--- src/design/ecc_regs.svh ---
// Register map, field positions, reset values and mode codes of the unit.
`ifndef ECC_REGS_SVH
`define ECC_REGS_SVH

`define ECC_OFF_CTRL  8'h00
`define ECC_OFF_PIE   8'h04
`define ECC_OFF_PIR   8'h08
`define ECC_OFF_CCL   8'h0C
`define ECC_OFF_CCH   8'h10

`define ECC_CTRL_RST  8'h00
`define ECC_PIE_RST   8'h00
`define ECC_PIR_RST   8'h00
`define ECC_IRQ_MASK  8'h7B
`define ECC_FLAG_BIT  5

`define ECC_M_OFF     4'h0
`define ECC_M_TOG     4'h2
`define ECC_M_CFALL   4'h4
`define ECC_M_CRISE   4'h5
`define ECC_M_C4      4'h6
`define ECC_M_C16     4'h7
`define ECC_M_SET     4'h8
`define ECC_M_CLR     4'h9
`define ECC_M_SWI     4'hA
`define ECC_M_SPEC    4'hB

`define ECC_ST_SINGLE 2'h0
`define ECC_ST_FWD    2'h1
`define ECC_ST_HALF   2'h2
`define ECC_ST_REV    2'h3

`define ECC_PS4_LAST  4'h3
`define ECC_PS16_LAST 4'hF

`define ECC_RESP_OK   2'h0
`define ECC_RESP_ERR  2'h2

`endif

--- src/design/ecc_pkg.sv ---
// Types shared by the capture/compare/PWM unit.
package ecc_pkg;

  typedef enum logic [1:0] {
    ecc_k_off  = 2'b00,
    ecc_k_capt = 2'b01,
    ecc_k_cmp  = 2'b10,
    ecc_k_pwm  = 2'b11
  } ecc_kind_e;

  typedef struct packed {
    logic [1:0] steer;
    logic [1:0] duty_lo;
    logic [3:0] mode;
  } ecc_ctrl_s;

  typedef struct packed {
    logic a;
    logic b;
    logic c;
    logic d;
  } ecc_pins_s;

endpackage

--- src/design/ecc_unit.sv ---
// Capture/compare/PWM unit: mode control, capture path, compare actions, output steering.
//
// Decided for this implementation: the address map and register access over AXI4-Lite.
`timescale 1ns/1ps
`default_nettype none
`include "ecc_regs.svh"

module ecc_unit (
  input  wire logic               aclk,
  input  wire logic               aresetn,
  input  wire logic               ce,
  input  wire logic [7:0]         s_awaddr,
  input  wire logic               s_awvalid,
  output logic                    s_awready,
  input  wire logic [31:0]        s_wdata,
  input  wire logic [3:0]         s_wstrb,
  input  wire logic               s_wvalid,
  output logic                    s_wready,
  output logic [1:0]              s_bresp,
  output logic                    s_bvalid,
  input  wire logic               s_bready,
  input  wire logic [7:0]         s_araddr,
  input  wire logic               s_arvalid,
  output logic                    s_arready,
  output logic [31:0]             s_rdata,
  output logic [1:0]              s_rresp,
  output logic                    s_rvalid,
  input  wire logic               s_rready,
  input  wire logic               capture_pin_in,
  input  wire logic [15:0]        first_timer_count,
  input  wire logic               pwm_a_in,
  input  wire logic               pwm_b_in,
  input  wire logic               adc_enabled,
  output logic                    use_second_timer,
  output logic [9:0]              duty_value,
  output logic                    first_timer_reset,
  output logic                    adc_start,
  output ecc_pkg::ecc_pins_s      pin_out,
  output ecc_pkg::ecc_pins_s      pin_oe
);

  // ****************************************************************
  // Decode helpers
  // ****************************************************************

  function automatic ecc_pkg::ecc_kind_e kind_of(input logic [3:0] m);
    ecc_pkg::ecc_kind_e k;
    k = ecc_pkg::ecc_k_off;
    if (m[3:2] == 2'b11) begin
      k = ecc_pkg::ecc_k_pwm;
    end else if (m[3:2] == 2'b01) begin
      k = ecc_pkg::ecc_k_capt;
    end else if (m[3] || m == `ECC_M_TOG) begin
      k = ecc_pkg::ecc_k_cmp;
    end
    return k;
  endfunction

  function automatic logic [7:0] byte_of(input logic [31:0] d,
                                         input logic [3:0]  s,
                                         input logic [7:0]  old);
    return s[0] ? d[7:0] : old;
  endfunction

  // ****************************************************************
  // Registers
  // ****************************************************************

  ecc_pkg::ecc_ctrl_s ctrl;
  logic [7:0]         pie;
  logic [7:0]         pir;
  logic [15:0]        ccv;
  logic               cmp_out;
  logic               sync1;
  logic               sync2;
  logic               pin_prev;
  logic [3:0]         ps_cnt;
  logic               match_q;

  logic               aw_got;
  logic               w_got;
  logic [7:0]         awaddr_q;
  logic [31:0]        wdata_q;
  logic [3:0]         wstrb_q;

  // ****************************************************************
  // Mode decode
  // ****************************************************************

  ecc_pkg::ecc_kind_e kind;
  wire                is_capt;
  wire                is_cmp;
  wire                is_pwm;
  wire                inv_ac;
  wire                inv_bd;

  // Reserved codes 0001 and 0011 decode as off.
  assign kind    = kind_of(ctrl.mode);
  assign is_capt = (kind == ecc_pkg::ecc_k_capt);
  assign is_cmp  = (kind == ecc_pkg::ecc_k_cmp);
  assign is_pwm  = (kind == ecc_pkg::ecc_k_pwm);
  assign inv_ac  = ctrl.mode[1];
  assign inv_bd  = ctrl.mode[0];

  // ****************************************************************
  // Bus decode
  // ****************************************************************

  wire        wr_go;
  wire        ar_hs;
  wire        wr_ctrl;
  wire        wr_pie;
  wire        wr_pir;
  wire        wr_ccl;
  wire        wr_cch;
  wire        wr_hit;
  wire        rd_hit;
  wire [31:0] rd_word;

  assign wr_go   = aw_got && w_got && !s_bvalid;
  assign ar_hs   = s_arvalid && s_arready;
  assign wr_ctrl = wr_go && (awaddr_q == `ECC_OFF_CTRL);
  assign wr_pie  = wr_go && (awaddr_q == `ECC_OFF_PIE);
  assign wr_pir  = wr_go && (awaddr_q == `ECC_OFF_PIR);
  assign wr_ccl  = wr_go && (awaddr_q == `ECC_OFF_CCL);
  assign wr_cch  = wr_go && (awaddr_q == `ECC_OFF_CCH);
  assign wr_hit  = wr_ctrl || wr_pie || wr_pir || wr_ccl || wr_cch;

  assign rd_hit  = (s_araddr == `ECC_OFF_CTRL) || (s_araddr == `ECC_OFF_PIE) ||
                   (s_araddr == `ECC_OFF_PIR) || (s_araddr == `ECC_OFF_CCL) ||
                   (s_araddr == `ECC_OFF_CCH);
  assign rd_word = (s_araddr == `ECC_OFF_CTRL) ? {24'h000000, ctrl} :
                   (s_araddr == `ECC_OFF_PIE)  ? {24'h000000, pie} :
                   (s_araddr == `ECC_OFF_PIR)  ? {24'h000000, pir} :
                   (s_araddr == `ECC_OFF_CCL)  ? {24'h000000, ccv[7:0]} :
                   (s_araddr == `ECC_OFF_CCH)  ? {24'h000000, ccv[15:8]} :
                   32'h00000000;

  // ****************************************************************
  // Capture path
  // ****************************************************************

  wire rise;
  wire fall;
  wire capt_evt;

  // Edges are taken from the synchronised pin level, whatever drives it.
  assign rise = sync2 && !pin_prev;
  assign fall = !sync2 && pin_prev;

  assign capt_evt = is_capt && (
                    (ctrl.mode == `ECC_M_CFALL && fall) ||
                    (ctrl.mode == `ECC_M_CRISE && rise) ||
                    (ctrl.mode == `ECC_M_C4 && rise && ps_cnt[1:0] == `ECC_PS4_LAST) ||
                    (ctrl.mode == `ECC_M_C16 && rise && ps_cnt == `ECC_PS16_LAST));

  // ****************************************************************
  // Compare path
  // ****************************************************************

  wire match_now;
  wire match_evt;
  wire spec_evt;
  wire flag_evt;

  assign match_now = is_cmp && (first_timer_count == ccv);
  assign match_evt = match_now && !match_q;
  assign spec_evt  = match_evt && (ctrl.mode == `ECC_M_SPEC);
  assign flag_evt  = capt_evt || match_evt;

  // ****************************************************************
  // Next values
  // ****************************************************************

  logic [7:0]  next_pir;
  logic [15:0] next_ccv;
  logic        next_cmp_out;
  logic [3:0]  next_ps_cnt;

  always_comb begin
    next_pir = pir;
    if (wr_pir) begin
      next_pir = byte_of(wdata_q, wstrb_q, pir) & `ECC_IRQ_MASK;
    end
    // A set in the clearing cycle wins; events only ever set the unit flag, software writes can set the other unmasked bits.
    if (flag_evt) begin
      next_pir[`ECC_FLAG_BIT] = 1'b1;
    end
  end

  always_comb begin
    next_ccv = ccv;
    if (wr_ccl) begin
      next_ccv[7:0] = byte_of(wdata_q, wstrb_q, ccv[7:0]);
    end
    if (wr_cch) begin
      next_ccv[15:8] = byte_of(wdata_q, wstrb_q, ccv[15:8]);
    end
    // Capture overwrites silently, no overrun mark.
    if (capt_evt) begin
      next_ccv = first_timer_count;
    end
  end

  always_comb begin
    next_cmp_out = cmp_out;
    if (ctrl.mode == `ECC_M_OFF) begin
      next_cmp_out = 1'b0;
    end else if (match_evt) begin
      case (ctrl.mode)
        `ECC_M_TOG: begin
          next_cmp_out = !cmp_out;
        end
        `ECC_M_SET: begin
          next_cmp_out = 1'b1;
        end
        `ECC_M_CLR: begin
          next_cmp_out = 1'b0;
        end
        default: begin
          next_cmp_out = cmp_out;
        end
      endcase
    end
  end

  always_comb begin
    next_ps_cnt = ps_cnt;
    if (!is_capt) begin
      next_ps_cnt = 4'h0;
    end else if (rise) begin
      next_ps_cnt = ps_cnt + 4'h1;
    end
  end

  // ****************************************************************
  // Output steering
  // ****************************************************************

  ecc_pkg::ecc_pins_s next_out;
  ecc_pkg::ecc_pins_s next_oe;

  always_comb begin
    next_out = '0;
    next_oe  = '0;
    if (!is_pwm) begin
      // Steering field ignored; A is the compare pin, the rest port pins.
      next_out.a = cmp_out;
      next_oe.a  = is_cmp && ctrl.mode != `ECC_M_SWI &&
                   ctrl.mode != `ECC_M_SPEC;
    end else begin
      case (ctrl.steer)
        `ECC_ST_SINGLE: begin
          next_out.a = pwm_a_in ^ inv_ac;
          next_oe.a  = 1'b1;
        end
        `ECC_ST_FWD: begin
          next_out.a = !inv_ac;
          next_out.b = inv_bd;
          next_out.c = inv_ac;
          next_out.d = pwm_a_in ^ inv_bd;
          next_oe    = 4'hF;
        end
        `ECC_ST_HALF: begin
          next_out.a = pwm_a_in ^ inv_ac;
          next_out.b = pwm_b_in ^ inv_bd;
          next_oe.a  = 1'b1;
          next_oe.b  = 1'b1;
        end
        default: begin
          next_out.a = inv_ac;
          next_out.b = pwm_a_in ^ inv_bd;
          next_out.c = !inv_ac;
          next_out.d = inv_bd;
          next_oe    = 4'hF;
        end
      endcase
    end
  end

  // ****************************************************************
  // Unit state
  // ****************************************************************

  always_ff @(posedge aclk) begin
    if (!aresetn) begin
      ctrl     <= `ECC_CTRL_RST;
      pie      <= `ECC_PIE_RST;
      pir      <= `ECC_PIR_RST;
      ccv      <= 16'h0000;
      cmp_out  <= 1'b0;
      ps_cnt   <= 4'h0;
      match_q  <= 1'b0;
    end else if (ce) begin
      if (wr_ctrl) begin
        ctrl <= byte_of(wdata_q, wstrb_q, ctrl);
      end
      if (wr_pie) begin
        pie <= byte_of(wdata_q, wstrb_q, pie) & `ECC_IRQ_MASK;
      end
      pir     <= next_pir;
      ccv     <= next_ccv;
      cmp_out <= next_cmp_out;
      ps_cnt  <= next_ps_cnt;
      match_q <= match_now;
    end
  end

  // Two-stage synchroniser; only the second stage is looked at.
  always_ff @(posedge aclk) begin
    if (!aresetn) begin
      sync1    <= 1'b0;
      sync2    <= 1'b0;
      pin_prev <= 1'b0;
    end else if (ce) begin
      sync1    <= capture_pin_in;
      sync2    <= sync1;
      pin_prev <= sync2;
    end
  end

  always_ff @(posedge aclk) begin
    if (!aresetn) begin
      use_second_timer  <= 1'b0;
      duty_value        <= 10'h000;
      first_timer_reset <= 1'b0;
      adc_start         <= 1'b0;
      pin_out           <= '0;
      pin_oe            <= '0;
    end else if (ce) begin
      use_second_timer  <= is_pwm;
      duty_value        <= is_pwm ? {ccv[7:0], ctrl.duty_lo} : 10'h000;
      first_timer_reset <= spec_evt;
      adc_start         <= spec_evt && adc_enabled;
      pin_out           <= next_out;
      pin_oe            <= next_oe;
    end
  end

  // ****************************************************************
  // Bus slave
  // ****************************************************************

  always_ff @(posedge aclk) begin
    if (!aresetn) begin
      aw_got    <= 1'b0;
      w_got     <= 1'b0;
      awaddr_q  <= 8'h00;
      wdata_q   <= 32'h00000000;
      wstrb_q   <= 4'h0;
      s_awready <= 1'b1;
      s_wready  <= 1'b1;
      s_bvalid  <= 1'b0;
      s_bresp   <= `ECC_RESP_OK;
    end else if (ce) begin
      if (s_awvalid && s_awready) begin
        aw_got    <= 1'b1;
        awaddr_q  <= s_awaddr;
        s_awready <= 1'b0;
      end
      if (s_wvalid && s_wready) begin
        w_got    <= 1'b1;
        wdata_q  <= s_wdata;
        wstrb_q  <= s_wstrb;
        s_wready <= 1'b0;
      end
      if (wr_go) begin
        s_bvalid <= 1'b1;
        s_bresp  <= wr_hit ? `ECC_RESP_OK : `ECC_RESP_ERR;
      end
      if (s_bvalid && s_bready) begin
        s_bvalid  <= 1'b0;
        aw_got    <= 1'b0;
        w_got     <= 1'b0;
        s_awready <= 1'b1;
        s_wready  <= 1'b1;
      end
    end
  end

  always_ff @(posedge aclk) begin
    if (!aresetn) begin
      s_arready <= 1'b1;
      s_rvalid  <= 1'b0;
      s_rdata   <= 32'h00000000;
      s_rresp   <= `ECC_RESP_OK;
    end else if (ce) begin
      if (ar_hs) begin
        s_arready <= 1'b0;
        s_rvalid  <= 1'b1;
        s_rdata   <= rd_word;
        s_rresp   <= rd_hit ? `ECC_RESP_OK : `ECC_RESP_ERR;
      end else if (s_rvalid && s_rready) begin
        s_rvalid  <= 1'b0;
        s_arready <= 1'b1;
      end
    end
  end
endmodule
`default_nettype wire

--- config.mk ---
export PLATFORM = sky130hd
export DESIGN_NAME = ecc_unit
export DESIGN_NICKNAME = d
export VERILOG_FILES = /design/src/design/ecc_pkg.sv /design/src/design/ecc_unit.sv
export VERILOG_INCLUDE_DIRS = /design/src /design/src/design
export SDC_FILE = /design/constraint.sdc
export NUM_CORES = 1
export LEC_CHECK = 0
export BUFFER_PORTS_ARGS = -buffer_cell sky130_fd_sc_hd__buf_2
export CORE_MARGIN = 1.5
export CORE_UTILIZATION = 54
export CTS_BUF_LIST = sky130_fd_sc_hd__clkbuf_4
export CTS_CLUSTER_DIAMETER = 80
export CTS_CLUSTER_SIZE = 20
export DETAILED_ROUTE_END_ITERATION = 6
export PLACE_DENSITY = 0.81
export SYNTH_ARGS = -nofsm -noshare
export SYNTH_HDL_FRONTEND = slang
export SYNTH_SLANG_ARGS = --single-unit
--- constraint.sdc ---
create_clock -name aclk -period 2.4 [get_ports aclk]
set_input_delay 0.24 -clock aclk [delete_from_list [all_inputs] [get_ports aclk]]
set_output_delay 0.24 -clock aclk [all_outputs]
set_load 0.02 [all_outputs]
# == Word-level counts from Yosys, hierarchy flattened ==
# Cells that the tools add are included.
# totals
ff_bits,126
in_bits,80
output_inout_bits,62
word_cells,196
# classes
addsub,1
eq_ne,29
n_mux,46
n_bitwise,3
n_reduce_logical,78
# op_table
op,count
2-to-1 mux 8 bit,8
"equality test 8 x 4 -> 1 bit, second input constant",4
logical AND 1 bit,27
AND reduction 3 bit,7
2-to-1 mux 1 bit,20
nonzero test 2 bit,10
AND reduction 2 bit,9
equality test 16 bit,1
"equality test 4 x 3 -> 1 bit, second input constant",4
"equality test 4 bit, second input constant",4
"equality test 8 x 3 -> 1 bit, second input constant",2
"equality test 8 x 5 -> 1 bit, second input constant",2
logical NOT 8 bit,2
2-to-1 mux 16 bit,1
logical OR 1 bit,13
2-to-1 mux 2 bit,6
2-to-1 mux 6 bit,2
"equality test 2 bit, second input constant",5
2-to-1 mux 10 bit,1
2-to-1 mux 4 bit,2
"!= test 4 bit, second input constant",2
"equality test 2 x 1 -> 1 bit, second input constant",3
logical NOT 1 bit,6
2-to-1 mux 3 bit,2
other kinds (11),14

# == Logic depth before layout (Yosys ltp) ==
# logic_depth
depth_word,11
depth_mapped,8
mapped_depth_nobuf,6

# == Least setup slack after synthesis ==
# Ideal clock, no wire load.
# synth_path
kind,register to register
start,reg awaddr_q[1]
end,reg pir[5]
arrival_time_ns,1.930
slack_ns,0.341
stages_incl_launch_ff,6
cell_sequence,dfxtp_1 or4_4 nor4_4 nand3_4 a2111oi_4 o221ai_2
# synth_via
elab_chain_cells,4
# synth_lines
element,line_no,rtl
"start, declared",ecc_unit.sv:82,logic [7:0] awaddr_q;
"start signal, assigned",ecc_unit.sv:358,awaddr_q <= s_awaddr;
equality test 8 x 4 -> 1 bit (no source line),-,
logical AND 1 bit,ecc_unit.sv:124,assign wr_pir = wr_go && (awaddr_q == `ECC_OFF_PIR);
nonzero test 2 bit (no source line),-,
AND reduction 3 bit (no source line),-,
"end signal, assigned",ecc_unit.sv:289,pir <= `ECC_PIR_RST;
"end signal, assigned",ecc_unit.sv:301,pir <= next_pir;
"end, declared",ecc_unit.sv:71,logic [7:0] pir;
# No other way between the ends.
# A chain may end at the register's enable or synchronous reset.

# == Worst setup path after layout ==
# layout_path
start,reg awaddr_q[1]
end,reg ccv[5]
# layout_via
elab_chain_cells,4
# layout_lines
element,line_no,rtl
equality test 8 x 4 -> 1 bit (no source line),-,
logical AND 1 bit,ecc_unit.sv:125,assign wr_ccl = wr_go && (awaddr_q == `ECC_OFF_CCL);
nonzero test 2 bit (no source line),-,
AND reduction 3 bit (no source line),-,
"end signal, assigned",ecc_unit.sv:302,ccv <= next_ccv;
"end, declared",ecc_unit.sv:72,logic [15:0] ccv;
# No other way between the ends.

==> results.cfg <==
[route]
drcViolationCount = 0
drtIter0Drc = 256
ant_nets = 0
drtPass1Iterations = 4
vias = 4375
avgViaCountPerCell = 5.69
wl_per_cell_um = 15.7
wl_um = 12100

[floorplanning]
die_area_um2 = 9610
core-area_um2 = 8720
io_pins = 142
dieWidth_um = 98.1
initial_utilization_pct = 55.9
die_y_um = 98.1
rows = 34

[grt]
grt_max_degree = 31
grt_first_pass_wirelength_um = 19700
grtUsageTotal_pct = 25.4
grt_pass1_vias = 4057
antenna_found_initial = 0
gr-total-overflow = 0

[clock_tree]
clockRootBuffer = clkbuf_4
cts_setup_buffers = 0
cts_buffers = 9
clock_latency_ps = 450
cts_tree = built
clock-sinks = 99
clkTransAtPathRegs_ps = 150
clockBufferDepth = 2
htreeDepth = 3

[sta]
worst_clock_skew_ps = 15.9
maxSlewHeadroom_pct = 60.7
holdWs_ps = 13.2
final_max_slew_viol_count = 0
fin_tns_setup_ps = 0
fmax_mhz = 439
rsz0062_at_grt = false
fin_crit_sh_pct = 94.8
finalCriticalPeriod_ps = 2280
hold_viol = 0
worst_slew_pin_slew_ps = 590
setup_viol = 0

[yosys]
yosys_warnings = 0
synthCells = 575
yosysUniqueCellTypes = 59
synthTopCellsByCount = dfxtp_1 (99), nand2_1 (77), nor2_1 (52)
yosysMostFrequentCell = dfxtp_1
synth_edf_count = 0
ys.flop_type = dfxtp_1
synth_top_area_cell = dfxtp_1
ys_ff_latch = 99
synth_area_leaders = dfxtp_1 (41%), mux2i_1 (8.0%), nand2_1 (5.9%), a21oi_1 (4.5%), buf_4 (4.3%)
async_flop_share_pct = 0
synth_top_area_share_pct = 40.6
ys_seq_area_share_pct = 40.6
synthesis.area_um2 = 4880
syn_area_per_cell_um2 = 8.48

[critical_path]
cp_top_family = simple AND/OR/NAND/NOR gates
required_ps = 2760
cp.arrival_ps = 2630
r2r-start = awaddr_q[1]
worstPathCellList = or4_4, nor4_1, nand3_1, or3_1, o221a_2
crit_type = flip-flop to flip-flop
reg2reg_to = ccv[5]
slowest_stage = or4_4
path_buf_inv = 0
max_stage_delay_ps = 580
r2r_cells = 5
startpoint_type = flip-flop
critical_path.max_fanout = 8
r2r_slack_ps = 120
end_kind = flip-flop

[cells_and_area]
final_nets = 737
drive_above_1_share_pct = 22.8
fill_cells = 744
final_cell_area_um2 = 5530
syn2layout_area_growth_pct = 13.3
diodes = 0

[worst_hold_path]
hold_depth = 3
hp-class = input port to flip-flop
hp-start = s_awaddr[7]
min_to = awaddr_q[7]

[run_status]
status = complete, no violations

[power_and_ir_drop]
p_leak_nw = 2.36
ir_drop_uv = 293
p_per_area_nw_per_um2 = 527

[place]
placed_area_um2 = 5350
numPortBuffers = 88
gp_congestion = 0.881
hpwlAfterDp_um = 8730

[flow_run]
drv_cap = 0
worst min-delay path: cells and delay by family:
family	cells	cell delay [ps]
buffers and inverters	1	100
AO/OA/AOI/OAI	1	50
AND/OR/NAND/NOR	1	40
area by class of cell:
type	instances	area (um^2)	share of cell area (%)
clock buffers	9	67.6	1.22
clock inverters	7	67.6	1.22
inverters	19	71.3	1.29
multi-input cells	419	2580	46.6
flip-flops and latches	99	1980	35.9
well taps	108	135	2.45
repair buffers	108	626	11.3
through the flow:
step	utilization, %	total power [mW]	cells	worst slack, ps
6_report	63.4	2.91	769	124
5_1_grt	63.4	3.03	769	27.1
4_1_cts	63.1	2.92	767	97.8
3_5_place_dp	61.3	2.06	749	131
3_3_place_gp	61.3	2.05	749	187
2_1_floorplan	-	1.97	600	341
worst max-delay path by stage:
| stage | start | endpoint | slack [ps] | depth (start not counted) |
|---|---|---|---|---|
| after detailed placement | awaddr_q[1] | ccv[5] | 130 | 5 |
| after floorplan | awaddr_q[1] | pir[5] | 340 | 5 |
| after CTS | awaddr_q[1] | ccv[5] | 100 | 5 |
| after global routing | awaddr_q[1] | ccv[5] | 30 | 5 |
| after global placement | awaddr_q[1] | ccv[2] | 190 | 5 |
| final | awaddr_q[1] | ccv[5] | 120 | 5 |
cells by family (layout without fill, tap and decap cells):
group                      count (synthesis)  in the layout  synth area share, %
AOI/OAI and AO/OA                        131            131                 18.3
xor gates and xnor gates                  20             20                 3.59
adders and majority gates                  1              1                0.256
buffers and inverters                     82            143                 8.57
DFF                                       99             99                 40.6
muxes                                     40             40                 8.23
other                                      1             26               0.0769
and+or+nand+nor                          201            201                 20.3
per-layer routing:
| metal | share of wire [%] | GRT usage [%] |
|---|---|---|
| met1 | 44 | 34.2 |
| met2 | 46 | 41.0 |
| met4 | 2.0 | 9.01 |
| met3 | 7.7 | 4.80 |
| met5 | 0 | 0 |
state kept, by name, summed over array words and instances, names as in the netlist, 3 cells and up:
signal and flops:
pir 6, awaddr_q 8, pin_oe 3, ctrl 8
wdata_q 8, duty_value 10, pie 6, pin_out 4
s_rdata 8, ccv 16, ps_cnt 4
cells in the final DEF (no fill, tap or decap), drive strengths merged, types with 2 or more instances in the layout:
master and instances:
or2 2, a21o 3, or4 4, a311oi 2
nor3 4, dfxtp 99, a31oi 19, nand3b 3
and3 4, o31ai 3, clkbuf 9, xnor2 18
clkinv 3, a21oi 44, o21a 2, nand4b 2
nor4 4, conb 26, mux2i 39, o221a 16
inv 20, xor2 2, nand2b 4, nand4 4
dlygate4sd3 4, or3 5, clkinvlp 2, nor2 52
nand2 77, nand3 19, and2 4, nor2b 7
o21ai 25, and4b 2, a22oi 7, buf 104
power by group:
group	switching, mW	total (mW)	internal, mW
clock network	0.564	0.879	0.315
logic	0.209	0.320	0.111
registers	0.0336	1.71	1.68
timing repair:
action                                  4_1_cts  5_1_grt
endpoints found under the setup margin        0        8
resized for setup                             0        1
hold endpoints to repair                      2        2
hold buffers                                  2        2
No activity file was read; power rests on OpenSTA's default activity.
